--- config.mk ---
export PLATFORM = sky130hd
export DESIGN_NAME = dsc_regs
export DESIGN_NICKNAME = d
export VERILOG_FILES = /design/src/common/dsc_pkg.sv /design/src/core/dsc_regs.sv
export VERILOG_INCLUDE_DIRS = /design/src /design/src/common
export SDC_FILE = /design/constraint.sdc
export NUM_CORES = 1
export LEC_CHECK = 0
export BUFFER_PORTS_ARGS = -buffer_cell sky130_fd_sc_hd__buf_2
export CAP_MARGIN = 0
export CORE_UTILIZATION = 51
export DETAILED_ROUTE_END_ITERATION = 6
export PLACE_DENSITY = 0.74
export SLEW_MARGIN = 20
export SYNTH_ARGS = -nofsm -noshare
export SYNTH_HDL_FRONTEND = slang
export SYNTH_SLANG_ARGS = --single-unit
--- constraint.sdc ---
create_clock -name core_clk -period 9.1 [get_ports core_clk]
set_input_delay 0.91 -clock core_clk [delete_from_list [all_inputs] [get_ports core_clk]]
set_output_delay 0.91 -clock core_clk [all_outputs]
set_load 0.02 [all_outputs]
--- src/common/dsc_consts.svh ---
/*
  Constants of the dual channel serial control register bank.
  Assumes inclusion by bare name from the register bank and its package users.
*/
`ifndef DSC_CONSTS_SVH
`define DSC_CONSTS_SVH

// ****************************************
// Pointer values
// ****************************************
`define DSC_PTR_ZERO 3'h0
`define DSC_PTR_VEC 3'h2
`define DSC_PTR_CNT_LO 3'h3
`define DSC_PTR_CNT_HI 3'h4
`define DSC_PTR_SYN_LO 3'h6
`define DSC_PTR_SYN_HI 3'h7

// ****************************************
// Command register fields and codes
// ****************************************
`define DSC_F_PTR 2:0
`define DSC_F_CMD 5:3
`define DSC_F_CRC 7:6
`define DSC_CMD_ABORT 3'h1
`define DSC_CMD_RST_ES 3'h2
`define DSC_CMD_CH_RST 3'h3
`define DSC_CMD_INT_NEXT 3'h4
`define DSC_CMD_RST_TXP 3'h5
`define DSC_CMD_ERR_RST 3'h6
`define DSC_CMD_EOI 3'h7
`define DSC_CRC_INIT_RX 2'h1
`define DSC_CRC_INIT_TX 2'h2
`define DSC_CRC_RST_UND 2'h3

// ****************************************
// Setup register fields
// ****************************************
`define DSC_B_LEN_EN 6
`define DSC_B_MODVEC 2
`define DSC_B_VECTORED 5
`define DSC_F_BUS_STYLE 4:3
`define DSC_F_SYNC 5:4
`define DSC_F_STOP 3:2
`define DSC_B_PAR_EVEN 1
`define DSC_B_PAR_EN 0
`define DSC_F_TX_CHR 6:5
`define DSC_STOP_NONE 2'h0
`define DSC_SYNC_HDLC 2'h2
`define DSC_STYLE_86 2'h2
`define DSC_RST_BYTE 8'h00
`define DSC_RST_CNT 16'h0000
`define DSC_CNT_ONE 16'h0001

`endif

--- src/common/dsc_pkg.sv ---
/*
  Types of the dual channel serial control register bank.
  Assumes the constants header is on the include path.
*/
package dsc_pkg;
  // Line and buffer state from one channel datapath
  typedef struct packed {
    logic brk_abort;
    logic underrun_eom;
    logic cts;
    logic sync_hunt;
    logic dcd;
    logic tx_empty;
    logic rx_avail;
    logic crc_frm_err;
    logic overrun;
    logic parity_err;
    logic [2:0] residue;
    logic all_sent;
    logic end_frame;
  } dsc_line_t;
  // Decoded character format of one channel
  typedef struct packed {
    logic [1:0] stop_bits;
    logic [1:0] sync_mode;
    logic par_even;
    logic par_en;
    logic [1:0] tx_chr_len;
    logic is_async;
    logic is_hdlc;
    logic length_enable;
  } dsc_cfg_t;
  // One cycle command strobes of one channel
  typedef struct packed {
    logic send_abort;
    logic reset_es;
    logic chan_reset;
    logic int_next_rx;
    logic reset_tx_pend;
    logic error_reset;
    logic end_of_int;
    logic crc_init_rx;
    logic crc_init_tx;
    logic reset_underrun;
  } dsc_cmd_t;
endpackage

--- src/core/dsc_regs.sv ---
/*
  Register bank of a two channel multiprotocol serial controller.
  Assumes host pins arrive asynchronously and datapath inputs share core_clk.
*/
// Contract
// - Command pointer selects register; vector only channel two
// - Other registers reached only through written pointer
// - Configuration bit picks vectored or non-vectored
// - Two-bit field selects four bus styles
// - Modified vector substitutes source bits, else base
// - Stop field picks one, one-half, two
// - Parity type bit: clear odd, set even
// - Parity enable adds or omits parity
// - Running length counter readable as two bytes
// - Length enable plus underrun sends abort/FCS; logic does so in HDLC mode only
// - Status top bit shows break detected
// - Interrupt pending bit on first channel only
// - Status bit zero shows receive data waiting
// - Secondary bit zero shows all sent
// - HDLC end of frame in secondary top bit
// - Flag load presets transmit frame check; logic does so in HDLC mode only
`include "dsc_consts.svh"
`timescale 1ns/1ps
`default_nettype none

module dsc_regs
  import dsc_pkg::*;
(
  // Clock and reset
  input wire logic core_clk,
  input wire logic rst_b,
  // Host bus pins
  input wire logic host_cs_b,
  input wire logic host_cd,
  input wire logic host_ba,
  input wire logic host_rd_b,
  input wire logic host_wr_b,
  input wire logic [7:0] host_din,
  output logic [7:0] host_dout,
  output logic host_dout_oe,
  // Channel datapath inputs, index 0 first channel
  input wire dsc_line_t [1:0] line_st,
  input wire logic [1:0] tx_char_done,
  input wire logic [1:0] tx_underrun,
  input wire logic [1:0] flag_loaded,
  input wire logic int_pending,
  input wire logic int_src_ch_a,
  input wire logic [1:0] int_src_type,
  // Channel control outputs
  output dsc_cfg_t [1:0] cfg,
  output dsc_cmd_t [1:0] cmd,
  output logic [1:0] auto_abort,
  output logic [1:0] auto_fcs,
  output logic [1:0] fcs_preset,
  // Vector outputs
  output logic vectored_mode,
  output logic [1:0] int_bus_style,
  output logic [7:0] vector_out
);

  // ****************************************
  // Functions
  // ****************************************

  // Character format decode from setup registers
  function automatic dsc_cfg_t cfg_decode(input logic [7:0] r1, input logic [7:0] r4,
                                          input logic [7:0] r5);
    dsc_cfg_t c;
    c.stop_bits = r4[`DSC_F_STOP];
    c.sync_mode = r4[`DSC_F_SYNC];
    c.par_even = r4[`DSC_B_PAR_EVEN];
    c.par_en = r4[`DSC_B_PAR_EN];
    c.tx_chr_len = r5[`DSC_F_TX_CHR];
    c.is_async = (r4[`DSC_F_STOP] != `DSC_STOP_NONE);
    c.is_hdlc = (r4[`DSC_F_STOP] == `DSC_STOP_NONE) &&
                (r4[`DSC_F_SYNC] == `DSC_SYNC_HDLC);
    c.length_enable = r1[`DSC_B_LEN_EN];
    return c;
  endfunction

  // ****************************************
  // Reset and pin synchronisers
  // ****************************************

  logic rst_s1; // Reset release stage one
  logic rst_q; // Released reset, active high when running
  logic [12:0] pin_s1; // First pin stage
  logic [12:0] pin_s2; // Second pin stage, read by logic
  logic rd_prev; // Previous read strobe
  logic wr_prev; // Previous write strobe

  // Reset release through two flops
  always_ff @(posedge core_clk or negedge rst_b) begin
    if (!rst_b) begin
      rst_s1 <= 1'b0;
      rst_q <= 1'b0;
    end else begin
      rst_s1 <= 1'b1;
      rst_q <= rst_s1;
    end
  end

  // Pin capture
  always_ff @(posedge core_clk or negedge rst_q) begin
    if (!rst_q) begin
      pin_s1 <= 13'h1f00;
      pin_s2 <= 13'h1f00;
      rd_prev <= 1'b1;
      wr_prev <= 1'b1;
    end else begin
      pin_s1 <= {host_cs_b, host_cd, host_ba, host_rd_b, host_wr_b, host_din};
      pin_s2 <= pin_s1;
      rd_prev <= pin_s2[9];
      wr_prev <= pin_s2[8];
    end
  end

  // ****************************************
  // Host access decode
  // ****************************************

  wire cs_s = !pin_s2[12]; // Chip selected
  wire cd_s = pin_s2[11]; // Control port selected
  wire ch_s = pin_s2[12 - 2]; // Channel select, 1 second channel
  wire rd_s = pin_s2[11 - 2]; // Read strobe level
  wire wr_s = pin_s2[10 - 2]; // Write strobe level
  wire [7:0] din_s = pin_s2[7:0]; // Write data
  wire rd_prev_s = rd_prev;
  wire wr_prev_s = wr_prev;
  // Write taken at the end of the strobe, read at its start
  wire wr_take = cs_s && cd_s && wr_s && !wr_prev_s;
  wire rd_take = cs_s && cd_s && !rd_s && rd_prev_s;
  wire rd_level = cs_s && cd_s && !rd_s;

  // ****************************************
  // Channel registers
  // ****************************************

  logic [2:0] ptr [0:1]; // Register pointer per channel
  logic [7:0] cr [0:1][1:7]; // Setup registers per channel
  logic [7:0] len_lo [0:1]; // Frame length low byte
  logic [15:0] cnt [0:1]; // Running transmit length counter
  logic [7:0] rd_val [0:1]; // Read value per channel
  wire [7:0] vec_now; // Vector as read back or supplied

  genvar g;
  generate
    for (g = 0; g < 2; g = g + 1) begin : gen_ch
      wire sel_w = wr_take && (ch_s == g[0]); // Write to this channel
      wire sel_r = rd_take && (ch_s == g[0]); // Read of this channel
      wire at_cmd = (ptr[g] == `DSC_PTR_ZERO); // Command register reached
      wire [2:0] cmd_code = din_s[`DSC_F_CMD];
      wire [1:0] crc_code = din_s[`DSC_F_CRC];
      wire cmd_w = sel_w && at_cmd;
      wire chan_rst = cmd_w && (cmd_code == `DSC_CMD_CH_RST);
      wire dsc_cfg_t cfg_now = cfg_decode(cr[g][1], cr[g][4], cr[g][5]); // Decoded format
      wire hdlc = cfg_now.is_hdlc;
      wire len_en = cr[g][1][`DSC_B_LEN_EN];
      // Length bytes share the sync pointers while length enable is set
      wire len_lo_w = sel_w && len_en && (ptr[g] == `DSC_PTR_SYN_LO);
      wire len_hi_w = sel_w && len_en && (ptr[g] == `DSC_PTR_SYN_HI);
      dsc_cmd_t next_cmd;

      // Command strobe decode
      always_comb begin
        next_cmd = '0;
        if (cmd_w) begin
          next_cmd.send_abort = (cmd_code == `DSC_CMD_ABORT);
          next_cmd.reset_es = (cmd_code == `DSC_CMD_RST_ES);
          next_cmd.chan_reset = (cmd_code == `DSC_CMD_CH_RST);
          next_cmd.int_next_rx = (cmd_code == `DSC_CMD_INT_NEXT);
          next_cmd.reset_tx_pend = (cmd_code == `DSC_CMD_RST_TXP);
          next_cmd.error_reset = (cmd_code == `DSC_CMD_ERR_RST);
          next_cmd.end_of_int = (cmd_code == `DSC_CMD_EOI) && (g == 0);
          next_cmd.crc_init_rx = (crc_code == `DSC_CRC_INIT_RX);
          next_cmd.crc_init_tx = (crc_code == `DSC_CRC_INIT_TX);
          next_cmd.reset_underrun = (crc_code == `DSC_CRC_RST_UND);
        end
      end

      // Pointer: loaded from command, cleared after indirect access
      always_ff @(posedge core_clk or negedge rst_q) begin
        if (!rst_q) begin
          ptr[g] <= `DSC_PTR_ZERO;
        end else if (cmd_w) begin
          ptr[g] <= din_s[`DSC_F_PTR];
        end else if ((sel_w || sel_r) && !at_cmd) begin
          ptr[g] <= `DSC_PTR_ZERO;
        end
      end

      // Setup registers, written only through a pointer
      for (genvar r = 1; r < 8; r = r + 1) begin : gen_cr
        always_ff @(posedge core_clk or negedge rst_q) begin
          if (!rst_q) begin
            cr[g][r] <= `DSC_RST_BYTE;
          end else if (chan_rst) begin
            cr[g][r] <= `DSC_RST_BYTE;
          end else if (sel_w && (ptr[g] == r[2:0]) && !len_lo_w && !len_hi_w) begin
            cr[g][r] <= din_s;
          end
        end
      end

      // Frame length load and running counter
      always_ff @(posedge core_clk or negedge rst_q) begin
        if (!rst_q) begin
          len_lo[g] <= `DSC_RST_BYTE;
          cnt[g] <= `DSC_RST_CNT;
        end else begin
          if (len_lo_w) begin
            len_lo[g] <= din_s;
          end
          if (len_hi_w) begin
            cnt[g] <= {din_s, len_lo[g]};
          end else if (tx_char_done[g] && (cnt[g] != `DSC_RST_CNT)) begin
            cnt[g] <= cnt[g] - `DSC_CNT_ONE;
          end
        end
      end

      // Registered channel outputs
      always_ff @(posedge core_clk or negedge rst_q) begin
        if (!rst_q) begin
          cmd[g] <= '0;
          cfg[g] <= '0;
          auto_abort[g] <= 1'b0;
          auto_fcs[g] <= 1'b0;
          fcs_preset[g] <= 1'b0;
        end else begin
          cmd[g] <= next_cmd;
          cfg[g] <= cfg_now;
          // Underrun mid-frame aborts, at count end closes with FCS
          auto_abort[g] <= tx_underrun[g] && len_en && hdlc &&
                           (cnt[g] != `DSC_RST_CNT);
          auto_fcs[g] <= tx_underrun[g] && len_en && hdlc &&
                         (cnt[g] == `DSC_RST_CNT);
          fcs_preset[g] <= flag_loaded[g] && hdlc;
        end
      end

      // Status read selection
      wire [7:0] st0 = {line_st[g].brk_abort, line_st[g].underrun_eom,
                        line_st[g].cts, line_st[g].sync_hunt, line_st[g].dcd,
                        line_st[g].tx_empty,
                        (g == 0) ? int_pending : 1'b0,
                        line_st[g].rx_avail};
      wire [7:0] st1 = {line_st[g].end_frame && hdlc,
                        line_st[g].crc_frm_err, line_st[g].overrun,
                        line_st[g].parity_err, line_st[g].residue,
                        line_st[g].all_sent};
      assign rd_val[g] = (ptr[g] == `DSC_PTR_ZERO) ? st0 :
                         (ptr[g] == 3'h1) ? st1 :
                         (ptr[g] == `DSC_PTR_VEC) ? ((g == 1) ? vec_now : `DSC_RST_BYTE) :
                         (ptr[g] == `DSC_PTR_CNT_LO) ? cnt[g][7:0] :
                         (ptr[g] == `DSC_PTR_CNT_HI) ? cnt[g][15:8] :
                         `DSC_RST_BYTE;
    end
  endgenerate

  // ****************************************
  // Vector build
  // ****************************************

  wire [7:0] vec_base = cr[1][2]; // Base vector, second channel
  wire mod_vec = cr[1][1][`DSC_B_MODVEC]; // Modified vector select
  wire [1:0] style = cr[0][2][`DSC_F_BUS_STYLE]; // Bus style
  wire [2:0] src = {int_src_ch_a, int_src_type}; // Source code
  // 86 style places the source in the low bits, 85 styles in bits 4 to 2
  assign vec_now = !mod_vec ? vec_base :
                   (style == `DSC_STYLE_86) ? {vec_base[7:3], src} :
                   {vec_base[7:5], src, vec_base[1:0]};

  // ****************************************
  // Host read port and vector outputs
  // ****************************************

  // Read data latched at read start, driven while read stands
  always_ff @(posedge core_clk or negedge rst_q) begin
    if (!rst_q) begin
      host_dout <= `DSC_RST_BYTE;
      host_dout_oe <= 1'b0;
      vectored_mode <= 1'b0;
      int_bus_style <= 2'h0;
      vector_out <= `DSC_RST_BYTE;
    end else begin
      if (rd_take) begin
        host_dout <= rd_val[ch_s];
      end
      host_dout_oe <= rd_level;
      vectored_mode <= cr[0][2][`DSC_B_VECTORED];
      int_bus_style <= style;
      vector_out <= vec_now;
    end
  end

  // ****************************************
  // Assertions
  // ****************************************

  property p_ptr_clear;
    @(posedge core_clk) disable iff (!rst_q)
      (wr_take && !ch_s && ptr[0] != `DSC_PTR_ZERO) |=> (ptr[0] == `DSC_PTR_ZERO);
  endproperty
  a_ptr_clear: assert property (p_ptr_clear) else $error("pointer not cleared");

  property p_ptr_load;
    @(posedge core_clk) disable iff (!rst_q)
      (wr_take && ch_s && ptr[1] == `DSC_PTR_ZERO) |=> (ptr[1] == $past(din_s[2:0]));
  endproperty
  a_ptr_load: assert property (p_ptr_load) else $error("pointer not loaded");

  property p_eoi_a_only;
    @(posedge core_clk) disable iff (!rst_q)
      !cmd[1].end_of_int;
  endproperty
  a_eoi_a_only: assert property (p_eoi_a_only) else $error("end of int on second");

  property p_cmd_pulse;
    @(posedge core_clk) disable iff (!rst_q)
      cmd[0].chan_reset |=> !cmd[0].chan_reset;
  endproperty
  a_cmd_pulse: assert property (p_cmd_pulse) else $error("command strobe held");

  property p_auto_excl;
    @(posedge core_clk) disable iff (!rst_q)
      auto_abort[0] |-> !auto_fcs[0] && $past(tx_underrun[0]) && cfg[0].length_enable;
  endproperty
  a_auto_excl: assert property (p_auto_excl) else $error("bad auto abort");

  property p_preset;
    @(posedge core_clk) disable iff (!rst_q)
      (flag_loaded[0] && gen_ch[0].hdlc) |=> fcs_preset[0];
  endproperty
  a_preset: assert property (p_preset) else $error("frame check not preset");

  property p_vec_plain;
    @(posedge core_clk) disable iff (!rst_q)
      !mod_vec |=> (vector_out == $past(vec_base));
  endproperty
  a_vec_plain: assert property (p_vec_plain) else $error("vector altered");

  property p_cnt_read;
    @(posedge core_clk) disable iff (!rst_q)
      (rd_take && !ch_s && ptr[0] == `DSC_PTR_CNT_HI) |=> (host_dout == $past(cnt[0][15:8]));
  endproperty
  a_cnt_read: assert property (p_cnt_read) else $error("counter high byte wrong");

  property p_sr0_bit0;
    @(posedge core_clk) disable iff (!rst_q)
      (rd_take && !ch_s && ptr[0] == `DSC_PTR_ZERO) |=>
        (host_dout[0] == $past(line_st[0].rx_avail)) &&
        (host_dout[1] == $past(int_pending));
  endproperty
  a_sr0_bit0: assert property (p_sr0_bit0) else $error("status bits wrong");

endmodule // dsc_regs

`default_nettype wire
# [Word-level counts from Yosys, hierarchy flattened]
# Index checks and enable logic that the tools add are counted.
[totals] reg_bits=206 in_bits=55 out_inout_bits=68 wordCells=234
[op_classes] addsub=2 magnitude_cmp=1 n_eq_ne=27 mux=41 bitwise_logic=2 reduce_logical=94
[op_table] op="8-bit two-way mux" n=15
[op_table] op="16-bit two-way mux" n=4
[op_table] op="1-bit logical AND" n=61
[op_table] op="7-bit two-way mux" n=8
[op_table] op="3-bit equality test, second input constant" n=12
[op_table] op="6-bit two-way mux" n=6
[op_table] op="16-bit zero test" n=2
[op_table] op="16-bit nonzero test" n=2
[op_table] op="16-bit by 1-bit subtractor with 16-bit output, second input constant" n=2
[op_table] op="2-bit nonzero test" n=14
[op_table] op="10-bit two-way mux" n=2
[op_table] op="3-bit by 2-bit equality test with 1-bit output, second input constant" n=6
[op_table] op="3-bit two-way mux" n=4
[op_table] op="2-bit equality test, second input constant" n=5
[op_table] op="5-bit two-way mux" n=2
[op_table] op="3-bit by 1-bit equality test with 1-bit output, second input constant" n=3
[op_table] op="1-bit zero test" n=9
[op_table] op="3-bit zero test" n=2
[op_table] op="2-bit zero test" n=2
[op_table] op="2-bit by 1-bit equality test with 1-bit output, second input constant" n=1
[op_table] op="2-bit greater-or-equal comparator, second input constant" n=1
[op_table] op="1-bit logical OR" n=2
[op_table] op="1-bit inverter with 2-bit output" n=1
[op_table] op="1-bit inverter" n=1

# [Depth between registers and ports, before layout]
# Gate-level depths: netlist of run 1.
[logic_depth] ltp_word=12 ltp_mapped=8 ltp_nobuf=7

# [Worst setup path after synthesis of run 1]
# No wires, ideal clock.
[synth_path] path_type="in2reg" from="in tx_char_done[1]" to="reg cnt[9] in the netlist's numbering" setup_ns=0.127 arrival_time_ns=2.103 required_time_ns=8.973 setup_slack_ns=6.870 path_stages=5 path_buffers=0 cell_sequence="nor4b_1 -> nand2_1 -> or3_1 -> a221oi_1 -> nor2_1"
[synth_between] elab_chain_cells=2
[synth_lines] element="from (decl)" line_no="dsc_regs.sv:43" text="input wire logic [1:0] tx_char_done,"
[synth_lines] element="1-bit logical AND" line_no="dsc_regs.sv:216" text="end else if (tx_char_done[g] && (cnt[g] != `DSC_RST_CNT)) begin"
[synth_lines] element="2-bit nonzero test (no source line)"
[synth_lines] element="to (signal, indexed assignment)" line_no="dsc_regs.sv:209" text="cnt[g] <= `DSC_RST_CNT;"
[synth_lines] element="to (signal, indexed assignment)" line_no="dsc_regs.sv:215" text="cnt[g] <= {din_s, len_lo[g]};"
[synth_lines] element="to (signal, indexed assignment)" line_no="dsc_regs.sv:217" text="cnt[g] <= cnt[g] - `DSC_CNT_ONE;"
[synth_lines] element="to (decl)" line_no="dsc_regs.sv:142" text="logic [15:0] cnt [0:1];"
# Every way passes these cells.
# A chain may end at the register's enable or synchronous reset.

# [Worst setup path in the final report of run 1]
[layout_path] from="reg ptr[1] in the netlist's numbering" to="reg cr, in the netlist vec_base[0]"
[layout_between] elab_chain_cells=6 elab_cells_between_ends=15 cone_classes="eq/ne: 3; mux: 1; reduce/logical: 11"
[layout_lines] element="from (decl)" line_no="dsc_regs.sv:139" text="logic [2:0] ptr [0:1];"
[layout_lines] element="from (signal, indexed assignment)" line_no="dsc_regs.sv:184" text="ptr[g] <= `DSC_PTR_ZERO;"
[layout_lines] element="from (signal, indexed assignment)" line_no="dsc_regs.sv:186" text="ptr[g] <= din_s[`DSC_F_PTR];"
[layout_lines] element="from (signal, indexed assignment)" line_no="dsc_regs.sv:188" text="ptr[g] <= `DSC_PTR_ZERO;"
[layout_lines] element="3-bit equality test"
[layout_lines] element="1-bit logical AND" line_no="dsc_regs.sv:160" text="wire len_lo_w = sel_w && len_en && (ptr[g] == `DSC_PTR_SYN_LO);"
[layout_lines] element="1-bit zero test"
[layout_lines] element="1-bit logical AND (2 in a row)" line_no="dsc_regs.sv:199" text="end else if (sel_w && (ptr[g] == r[2:0]) && !len_lo_w && !len_hi_w) begin"
[layout_lines] element="2-bit nonzero test (no source line)"
[layout_lines] element="to (signal, indexed assignment)" line_no="dsc_regs.sv:196" text="cr[g][r] <= `DSC_RST_BYTE;"
[layout_lines] element="to (signal, indexed assignment)" line_no="dsc_regs.sv:198" text="cr[g][r] <= `DSC_RST_BYTE;"
[layout_lines] element="to (signal, indexed assignment)" line_no="dsc_regs.sv:200" text="cr[g][r] <= din_s;"
[layout_lines] element="to (decl)" line_no="dsc_regs.sv:140" text="logic [7:0] cr [0:1][1:7];"
# Parallel ways exist; a longest one is shown, timed or not.

==> results of run 1 <==
## power by group
part | total [W] | leakage, nW | internal (W) | switching [W]
clock | 0.000740 | 0.290 | 0.000423 | 0.000317
sequential | 0.00102 | 2.30 | 0.000896 | 0.000123
combinational | 0.000314 | 1.58 | 0.000130 | 0.000184
## per-stage QoR
step	hold slack (ns)	std cells
3_5_place_dp	0.336	970
5_1_grt	0.239	1001
6_report	0.254	1001
3_3_place_gp	0.333	970
2_1_floorplan	0.331	701
4_1_cts	0.241	1001
## worst min path at each step
| stage | from | end | slack (ns) |
|---|---|---|---|
| 2_1_floorplan | pin_s1[0]$_DFF_PN0_ | pin_s2[0]$_DFF_PN0_ | 0.33 |
| 3_3_place_gp | pin_s1[7]$_DFF_PN0_ | pin_s2[7]$_DFF_PN0_ | 0.33 |
| 3_5_place_dp | pin_s1[0]$_DFF_PN0_ | pin_s2[0]$_DFF_PN0_ | 0.34 |
| 4_1_cts | rst_b | rst_q$_DFF_PN0_ | 0.24 |
| 5_1_grt | rst_b | rst_q$_DFF_PN0_ | 0.24 |
| 6_report | rst_b | rst_s1$_DFF_PN0_ | 0.25 |
## per-layer routing
layer / share of wire / global-route usage
met1: 0.45 / 0.389
met2: 0.46 / 0.406
met4: 0.017 / 0.0826
met5: 0 / 0
met3: 0.070 / 0.0636
## state kept, by name, indices dropped and copies added (netlist names)
signal / flops
cfg: 22
rst_s1: 1
ptr: 6
vector_out: 8
auto_abort: 2
vec_base: 8
auto_fcs: 2
cmd: 19
host_dout_oe: 1
host_dout: 8
pin_s1: 13
pin_s2: 13
int_bus_style: 2
cnt: 32
wr_prev: 1
len_lo: 16
vectored_mode: 1
fcs_preset: 2
cr: 22
rd_prev: 1
rst_q: 1
## final cells by class
| cell class | instances | share of cell area |
|---|---|---|
| clock buffer | 19 | 0.0509 |
| timing repair buffer | 123 | 0.0698 |
| inverter | 19 | 0.00802 |
| tap | 184 | 0.0259 |
| clock inverter | 12 | 0.0160 |
| multi-input combinational | 463 | 0.318 |
| sequential | 181 | 0.511 |
## cell usage in the layout, fill, tap and decap left out, types with 18 or more instances in the layout
cell	n
nor3_1	20
buf_2	121
a21oi_1	25
nor2_1	83
mux2i_1	26
inv_1	18
o21ai_0	45
dfrtp_1	168
nand2_1	66
nand3_1	19
## kinds of logic (layout without fill, tap and decap cells)
family | Yosys count | in the layout | synth area share
buffers and inverters | 57 | 173 | 0.0311
other | 2 | 2 | 0.000987
xor gates and xnor gates | 17 | 17 | 0.0196
muxes | 42 | 42 | 0.0608
DFF | 181 | 181 | 0.597
adders and majority gates | 2 | 2 | 0.00329
AOI/OAI and AO/OA | 127 | 127 | 0.108
and+or+nand+nor | 273 | 273 | 0.179
==> flow_summary.json, run 1 <==
{
  "r2r_start": "ptr[1]$_DFFE_PN0P_",
  "clk_path_buf_depth": 2,
  "ys_seq_area_frac": 0.597,
  "final_util": 0.612,
  "grtUsageTotal": 0.270,
  "drive_above_1_share": 0.242,
  "worst-setup-path-type": "flip-flop to flip-flop",
  "synth-seq-cells": 181,
  "fin_ws_ns": 6.36,
  "placementRows": 44,
  "synthTopCellsByCount": "169 x dfrtp_1, 83 x nor2_1, 66 x nand2_1",
  "clk_pin_slew_ns": 0.07,
  "final_net_count": 862,
  "post-route-min-period_ns": 2.74,
  "path_depth": 5,
  "core-area_mm2": 0.0145,
  "avgViaCountPerCell": 5.75,
  "hp-class": "input port to asynchronous set/reset pin",
  "reg2reg_to": "vec_base[0]$_DFFE_PN0P_",
  "multi_input_area_mm2": 0.00283,
  "startpoint_type": "flip-flop",
  "drv_slew": 0,
  "endpoint": "vec_base[0]$_DFFE_PN0P_",
  "io_pins": 123,
  "setup_violations": 0,
  "cp_max_fo": 18,
  "grt_pass1_wl_mm": 30.3,
  "slowest_stage": "nor2b_1",
  "clkSinkCount": 181,
  "synth_top_area_cell": "dfrtp_1",
  "grt_max_degree": 68,
  "antenna_found_initial": 0,
  "design_area_mm2": 0.00890,
  "p_leak_nw": 4.17,
  "synth_edf_count": 0,
  "drc_errors": 0,
  "finalSetupTns_ns": 0,
  "areaGrowthSynthToFinish_pct": 16.9,
  "worst_pin_slew_ns": 0.985,
  "synth_top_area_share": 0.556,
  "reg2reg_depth": 5,
  "crit_start": "ptr[1]$_DFFE_PN0P_",
  "drt_iter0_markers": 543,
  "period_share": 0.301,
  "syn_area_per_cell_um2": 10.9,
  "netlist_area_mm2": 0.00761,
  "syn_nets": 758,
  "fin_skew_ns": 0.00791,
  "relSlewSlack": 0.342,
  "cts_htree_levels": 4,
  "synthCells": 701,
  "peakVddDrop_mv": 0.150,
  "cts_root_buf": "clkbuf_16",
  "fillers": 1198,
  "max_stage_delay_ns": 0.84,
  "total_power_w": 0.00207,
  "grt_overflow": 0,
  "critPathTopFamily": "simple AND/OR/NAND/NOR gates",
  "place_area_mm2": 0.00830,
  "ant_nets": 0,
  "critPathCaptureType": "flip-flop",
  "cts_resized": 0,
  "portBuffers": 121,
  "status": "finished clean",
  "async_flop_share": 1.00,
  "dieArea_mm2": 0.0154,
  "crit_chain": "inv_1 -> nor3_1 -> nor2b_1 -> mux2i_1 -> nor2_1",
  "powerDensity_mw_per_mm2": 233,
  "r2r_setup_slack_ns": 6.36,
  "cts_made_buffers": 17,
  "pre_cts_ws_ns": 6.43,
  "rsz0062_at_grt": "false",
  "num_vias": 5752,
  "ys_types": 63,
  "antenna_cells": 0,
  "critical_path_buf_inv_count": 1,
  "gp_congestion": 0.895,
  "dp_hpwl_mm": 13.8,
  "drv_cap": 0,
  "wl_per_cell_um": 19.4,
  "yosysWarnings": 0,
  "synth_area_leaders": "dfrtp_1 56%, dfstp_2 4.1%, nor2_1 4.1%",
  "cts_hold_buf": 0,
  "die_h_um": 124,
  "hold_viol_final": 0,
  "drtPass1Iterations": 5,
  "post_cts_buffers": 0,
  "cts_tree": "done",
  "clk_latency_ns": 0.43,
  "max_freq_mhz": 365,
  "required_ns": 9.38,
  "die_w_um": 124,
  "synthMostInstantiatedCell": "dfrtp_1",
  "grt_pass1_vias": 5548,
  "initial_core_util": 0.524,
  "drt_wl_total_mm": 19.4,
  "worst_ep_arrival_time_ns": 3.02,
  "synth_ff_type": "dfrtp_1",
  "regArea_mm2": 0.00455
}
(Power assumes the default switching activity.)
==> run 2: changes to the inputs <==
--- a/config.mk
+++ b/config.mk
@@ -6,11 +6,12 @@
 export SDC_FILE = /design/constraint.sdc
 export NUM_CORES = 1
 export LEC_CHECK = 0
+export ABC_AREA = 1
 export BUFFER_PORTS_ARGS = -buffer_cell sky130_fd_sc_hd__buf_2
 export CAP_MARGIN = 0
 export CORE_UTILIZATION = 51
 export DETAILED_ROUTE_END_ITERATION = 6
-export PLACE_DENSITY = 0.74
+export PLACE_DENSITY = 0.77
 export SLEW_MARGIN = 20
 export SYNTH_ARGS = -nofsm -noshare
 export SYNTH_HDL_FRONTEND = slang
==> constraint.sdc (replaced) <==
create_clock -name core_clk -period 2.5 [get_ports core_clk]
set_input_delay 0.25 -clock core_clk [delete_from_list [all_inputs] [get_ports core_clk]]
set_output_delay 0.25 -clock core_clk [all_outputs]
set_load 0.02 [all_outputs]
==> flow_summary.json, run 2 <==
{
  "crit_chain": "inv_2 -> nand2_1 -> nor2_2 -> nand2_2 -> inv_1 -> nor2_1 -> nand2_1 -> o21ai_0",
  "die_h_um": 128,
  "antenna_cells": 0,
  "ys_types": 41,
  "drt_iter0_markers": 729,
  "finalSetupTns_ns": 0,
  "yosysWarnings": 0,
  "post_cts_buffers": 0,
  "total_power_w": 0.00917,
  "powerDensity_mw_per_mm2": 959,
  "syn_nets": 983,
  "wl_per_cell_um": 15.7,
  "hp-class": "input port to flip-flop",
  "synth-seq-cells": 181,
  "worst_ep_arrival_time_ns": 2.26,
  "hold_viol_final": 0,
  "critPathTopFamily": "simple AND/OR/NAND/NOR gates",
  "slowest_stage": "dfrtp_1",
  "cts_root_buf": "clkbuf_16",
  "largest_register_ffs": 32,
  "avgViaCountPerCell": 5.27,
  "drc_errors": 0,
  "initial_core_util": 0.526,
  "areaGrowthSynthToFinish_pct": 18.7,
  "required_ns": 2.81,
  "cp_max_fo": 12,
  "status": "finished clean",
  "worst_pin_slew_ns": 0.606,
  "syn_area_per_cell_um2": 8.71,
  "clk_path_buf_depth": 2,
  "final_util": 0.625,
  "core-area_mm2": 0.0153,
  "placementRows": 45,
  "async_flop_share": 1.00,
  "synth_top_area_share": 0.525,
  "cts_hold_buf": 14,
  "fin_skew_ns": 0.0101,
  "synthMostInstantiatedCell": "nand2_1",
  "fin_ws_ns": 0.557,
  "synth_top_area_cell": "dfrtp_1",
  "max_freq_mhz": 515,
  "cts_tree": "done",
  "portBuffers": 121,
  "die_w_um": 128,
  "grt_max_degree": 59,
  "io_pins": 123,
  "period_share": 0.777,
  "rsz0062_at_grt": "false",
  "layout_common_cells": "269 x nand2_1, 168 x dfrtp_1, 121 x buf_2",
  "final_common_cell": "nand2_1",
  "crit_top_cell": "nand2_1",
  "cts_resized": 0,
  "max_stage_delay_ns": 0.51,
  "drive_above_1_share": 0.200,
  "dieArea_mm2": 0.0163,
  "setup_violations": 0,
  "p_leak_nw": 4.94,
  "top_register": "cnt",
  "critical_path_buf_inv_count": 2,
  "worst-setup-path-type": "flip-flop to flip-flop",
  "drtPass1Iterations": 6,
  "drv_slew": 0,
  "clkSinkCount": 181,
  "startpoint_type": "flip-flop",
  "cts_made_buffers": 17,
  "peakVddDrop_mv": 0.564,
  "synthTopCellsByCount": "269 x nand2_1, 169 x dfrtp_1, 89 x nor2_1",
  "ant_nets": 0,
  "grt_pass1_wl_mm": 32.5,
  "synth_edf_count": 0,
  "grtUsageTotal": 0.262,
  "grt_pass1_vias": 6241,
  "top_regs": "cnt: 32 flops, cfg: 22 flops, cr: 22 flops",
  "num_vias": 6784,
  "ys_seq_area_frac": 0.564,
  "grt_overflow": 0,
  "cts_htree_levels": 4,
  "synth_area_leaders": "dfrtp_1 52%, nand2_1 13%, nand3_1 5.0%",
  "critPathCaptureType": "flip-flop",
  "drt_wl_total_mm": 20.2,
  "clk_latency_ns": 0.44,
  "netlist_area_mm2": 0.00806,
  "dp_hpwl_mm": 14.5,
  "relSlewSlack": 0.596,
  "synthCells": 926,
  "pre_cts_ws_ns": 0.619,
  "final_net_count": 1121,
  "synth_ff_type": "dfrtp_1",
  "antenna_found_initial": 0,
  "clk_pin_slew_ns": 0.07,
  "drv_cap": 0,
  "gp_congestion": 0.909,
  "post-route-min-period_ns": 1.94
}
[run 2: metrics by stage]
step	std cells	hold WS [ns]	instance area [µm²]
2_1_floorplan	926	-0.0456	8070
3_3_place_gp	1242	0.0363	8840
3_5_place_dp	1242	0.0371	8840
4_1_cts	1288	0.00908	9570
5_1_grt	1288	0.0306	9570
6_report	1288	0.0213	9570
[run 2: area by class of cell]
type / instances / area, µm²
fillers: 1324 / 5750
flip-flops and latches: 181 / 4550
multi-input cells: 623 / 2970
repair buffers: 143 / 831
clock buffers: 17 / 425
inverters: 98 / 370
well taps: 211 / 264
clock inverters: 15 / 158
[run 2: kinds of logic (layout without fill, tap and decap cells)]
kind of cell               count (synthesis)  after routing  synth area share
AOI/OAI and AO/OA                         99             99            0.0663
other                                      2              2          0.000932
and+or+nand+nor                          495            495             0.271
adders and majority gates                  2              2           0.00310
buffers and inverters                    122            273            0.0677
xor gates and xnor gates                  25             25            0.0272
DFF                                      181            181             0.564
[run 2: worst paths after layout]
| path | from | slack, ns | cells after the start | endpoint |
|---|---|---|---|---|
| min in group asynchronous | rst_b | 0.12 | 2 | rst_q$_DFF_PN0_ |
| max in group asynchronous | rst_q$_DFF_PN0_ | 1.37 | 1 | cmd[12]$_DFF_PN0_ |
| max reg2reg | ptr[5]$_DFFE_PN0P_ | 0.56 | 8 | cr[84]$_DFFE_PN0P_ |
| min | flag_loaded[1] | 0.02 | 3 | fcs_preset[1]$_DFF_PN0_ |
| min reg2reg | rst_q$_DFF_PN0_ | 0.34 | 0 | cr[26]$_DFFE_PN0P_ |
| max | ptr[5]$_DFFE_PN0P_ | 0.56 | 8 | cr[84]$_DFFE_PN0P_ |
[run 2: layer usage]
layer | wire [µm] | global-route usage | vias to the layer above | part of all wire
li1 | - | - | 3224 | -
met1 | 8730 | 0.364 | 3229 | 0.43
met2 | 9550 | 0.419 | 291 | 0.47
met3 | 1390 | 0.0422 | 40 | 0.069
met4 | 507 | 0.0962 | 0 | 0.025
met5 | 0 | 0 | - | 0
[run 2: tightest hold or removal path, stage by stage]
cell,delay [ns]
buf_2,0.09
inv_1,0.04
nor2_1,0.03
[run 2: report_power, final]
| part | internal (W) | switching (W) |
|---|---|---|
| registers | 0.00344 | 0.000563 |
| clock network | 0.00142 | 0.00123 |
| logic | 0.000874 | 0.00164 |
==> run 3: changes to the inputs <==
--- a/config.mk
+++ b/config.mk
@@ -11,7 +11,7 @@
 export CAP_MARGIN = 0
 export CORE_UTILIZATION = 51
 export DETAILED_ROUTE_END_ITERATION = 6
-export PLACE_DENSITY = 0.77
+export PLACE_DENSITY = 0.74
 export SLEW_MARGIN = 20
 export SYNTH_ARGS = -nofsm -noshare
 export SYNTH_HDL_FRONTEND = slang
==> constraint.sdc (replaced) <==
create_clock -name core_clk -period 2 [get_ports core_clk]
set_input_delay 0.2 -clock core_clk [delete_from_list [all_inputs] [get_ports core_clk]]
set_output_delay 0.2 -clock core_clk [all_outputs]
set_load 0.02 [all_outputs]
==> flow_summary.json, run 3 (same netlist as run 2, synthesis figures left out) <==
{
  "status": "finished clean",
  "drt_wl_total_mm": 20.2,
  "worst_pin_slew_ns": 0.511,
  "grtUsageTotal": 0.261,
  "clkSinkCount": 181,
  "regArea_mm2": 0.00455,
  "drive_above_1_share": 0.204,
  "holdWs_ns": 0.0221,
  "ant_nets": 0,
  "reg2reg_depth": 9,
  "crit_start": "pin_s2[11]$_DFF_PN1_",
  "worst_ep_arrival_time_ns": 2.13,
  "endpoint": "cr[99]$_DFFE_PN0P_",
  "dp_hpwl_mm": 14.6,
  "powerDensity_mw_per_mm2": 1190,
  "drv_slew": 0,
  "peakVddDrop_mv": 0.706,
  "avgViaCountPerCell": 5.23,
  "placementRows": 45,
  "worst-setup-path-type": "flip-flop to flip-flop",
  "num_vias": 6767,
  "relSlewSlack": 0.658,
  "final_common_cell": "nand2_1",
  "required_ns": 2.30,
  "layout_common_cells": "269 x nand2_1, 168 x dfrtp_1, 121 x buf_2",
  "clockPowerShare": 0.287,
  "multi_input_area_mm2": 0.00297,
  "drtPass1Iterations": 6,
  "r2r_start": "pin_s2[11]$_DFF_PN1_",
  "power_switching_share": 0.373,
  "clk_latency_ns": 0.43,
  "reg2reg_to": "cr[99]$_DFFE_PN0P_",
  "max_freq_mhz": 547,
  "hold_viol_final": 0,
  "largest_register_ffs": 32,
  "drv_cap": 0,
  "r2r_setup_slack_ns": 0.17,
  "fillers": 1357,
  "portBuffers": 121,
  "io_pins": 123,
  "cts_made_buffers": 17,
  "p_switching_w": 0.00429,
  "drc_errors": 0,
  "placedCellCount": 1248,
  "period_share": 0.915,
  "design_area_mm2": 0.00964,
  "drt_iter0_markers": 729,
  "seq_power_share": 0.433,
  "gp_congestion": 0.927,
  "cts_htree_levels": 4,
  "top_regs": "cnt: 32 flops, cfg: 22 flops, cr: 22 flops",
  "antenna_cells": 0,
  "place_area_mm2": 0.00890,
  "grt_pass1_vias": 6435,
  "core-area_mm2": 0.0153,
  "rsz0062_at_grt": "false",
  "finalNonFillerCells": 1295,
  "antenna_found_initial": 0,
  "post-route-min-period_ns": 1.83,
  "combPwrFrac": 0.279,
  "critPathCaptureType": "flip-flop",
  "p_leak_nw": 4.98,
  "clk_path_buf_depth": 2,
  "finalSetupTns_ns": 0,
  "p_int_w": 0.00719,
  "grt_max_degree": 49,
  "grt_pass1_wl_mm": 32.3,
  "die_h_um": 128,
  "cts_root_buf": "clkbuf_16",
  "areaGrowthSynthToFinish_pct": 19.6,
  "cp_max_fo": 8,
  "hp-class": "input port to flip-flop",
  "initial_core_util": 0.526,
  "total_power_w": 0.0115,
  "top_register": "cnt",
  "setup_violations": 0,
  "grt_overflow": 0,
  "final_net_count": 1128,
  "fin_skew_ns": 0.00577,
  "cts_tree": "done",
  "startpoint_type": "flip-flop",
  "clk_pin_slew_ns": 0.07,
  "die_w_um": 128,
  "wl_per_cell_um": 15.6,
  "dieArea_mm2": 0.0163
}
## run 3: final cells by class
class	count	share of cell area
Clock buffer	17	0.0441
Clock inverter	15	0.0169
Inverter	98	0.0387
Multi-Input combinational cell	623	0.308
Sequential cell	181	0.472
Tap cell	211	0.0274
Timing Repair Buffer	150	0.0932
## run 3: what timing repair did
item,4_1_cts,5_1_grt
gates resized for setup,0,1
hold endpoints to repair,16,0
buffers inserted,0,0
hold buffers,15,0
endpoints found under the setup margin,0,3
## run 3: how the worst min path moves through the flow
stage	startpoint	to	slack, ns	cells past startpoint
after CTS	flag_loaded[0]	fcs_preset[0]$_DFF_PN0_	0.006	2
after global routing	flag_loaded[0]	fcs_preset[0]$_DFF_PN0_	0.01	2
after detailed placement	rst_b	rst_s1$_DFF_PN0_	-0.01	1
after floorplan	rst_b	rst_s1$_DFF_PN0_	-0.1	0
after global placement	rst_b	rst_s1$_DFF_PN0_	-0.01	1
final	flag_loaded[0]	fcs_preset[0]$_DFF_PN0_	0.02	2
## run 3: routing by layer
metal / up-vias / wire length, µm / GRT usage
met1: 3220 / 8780 / 0.355
met2: 278 / 9360 / 0.404
met5: - / 0 / 0
li1: 3232 / - / -
met4: 0 / 539 / 0.109
met3: 37 / 1490 / 0.0593
## run 3: worst max-delay path: stages, from the launching register on
cell	delay [ns]
dfstp_2	0.52
nand2_2	0.07
nor2_4	0.20
nand2_4	0.12
nor2_2	0.20
nand2_2	0.14
inv_1	0.19
nor2_1	0.10
nand2_1	0.08
o21ai_0	0.08
## run 3: power by group through the flow
stage | clock (W) | combinational (W) | sequential (W)
floorplan | 0 | 0.00210 | 0.00509
global placement | 0 | 0.00308 | 0.00502
detailed placement | 0 | 0.00313 | 0.00502
CTS | 0.00335 | 0.00318 | 0.00496
global route | 0.00349 | 0.00361 | 0.00505
finish | 0.00330 | 0.00321 | 0.00498
## run 3: metrics by stage
step / worst slack (ns) / util
CTS: 0.149 / 0.629
global placement: 0.186 / 0.581
finish: 0.171 / 0.630
floorplan: 0.145 / -
detailed placement: 0.181 / 0.581
global route: 0.0144 / 0.630
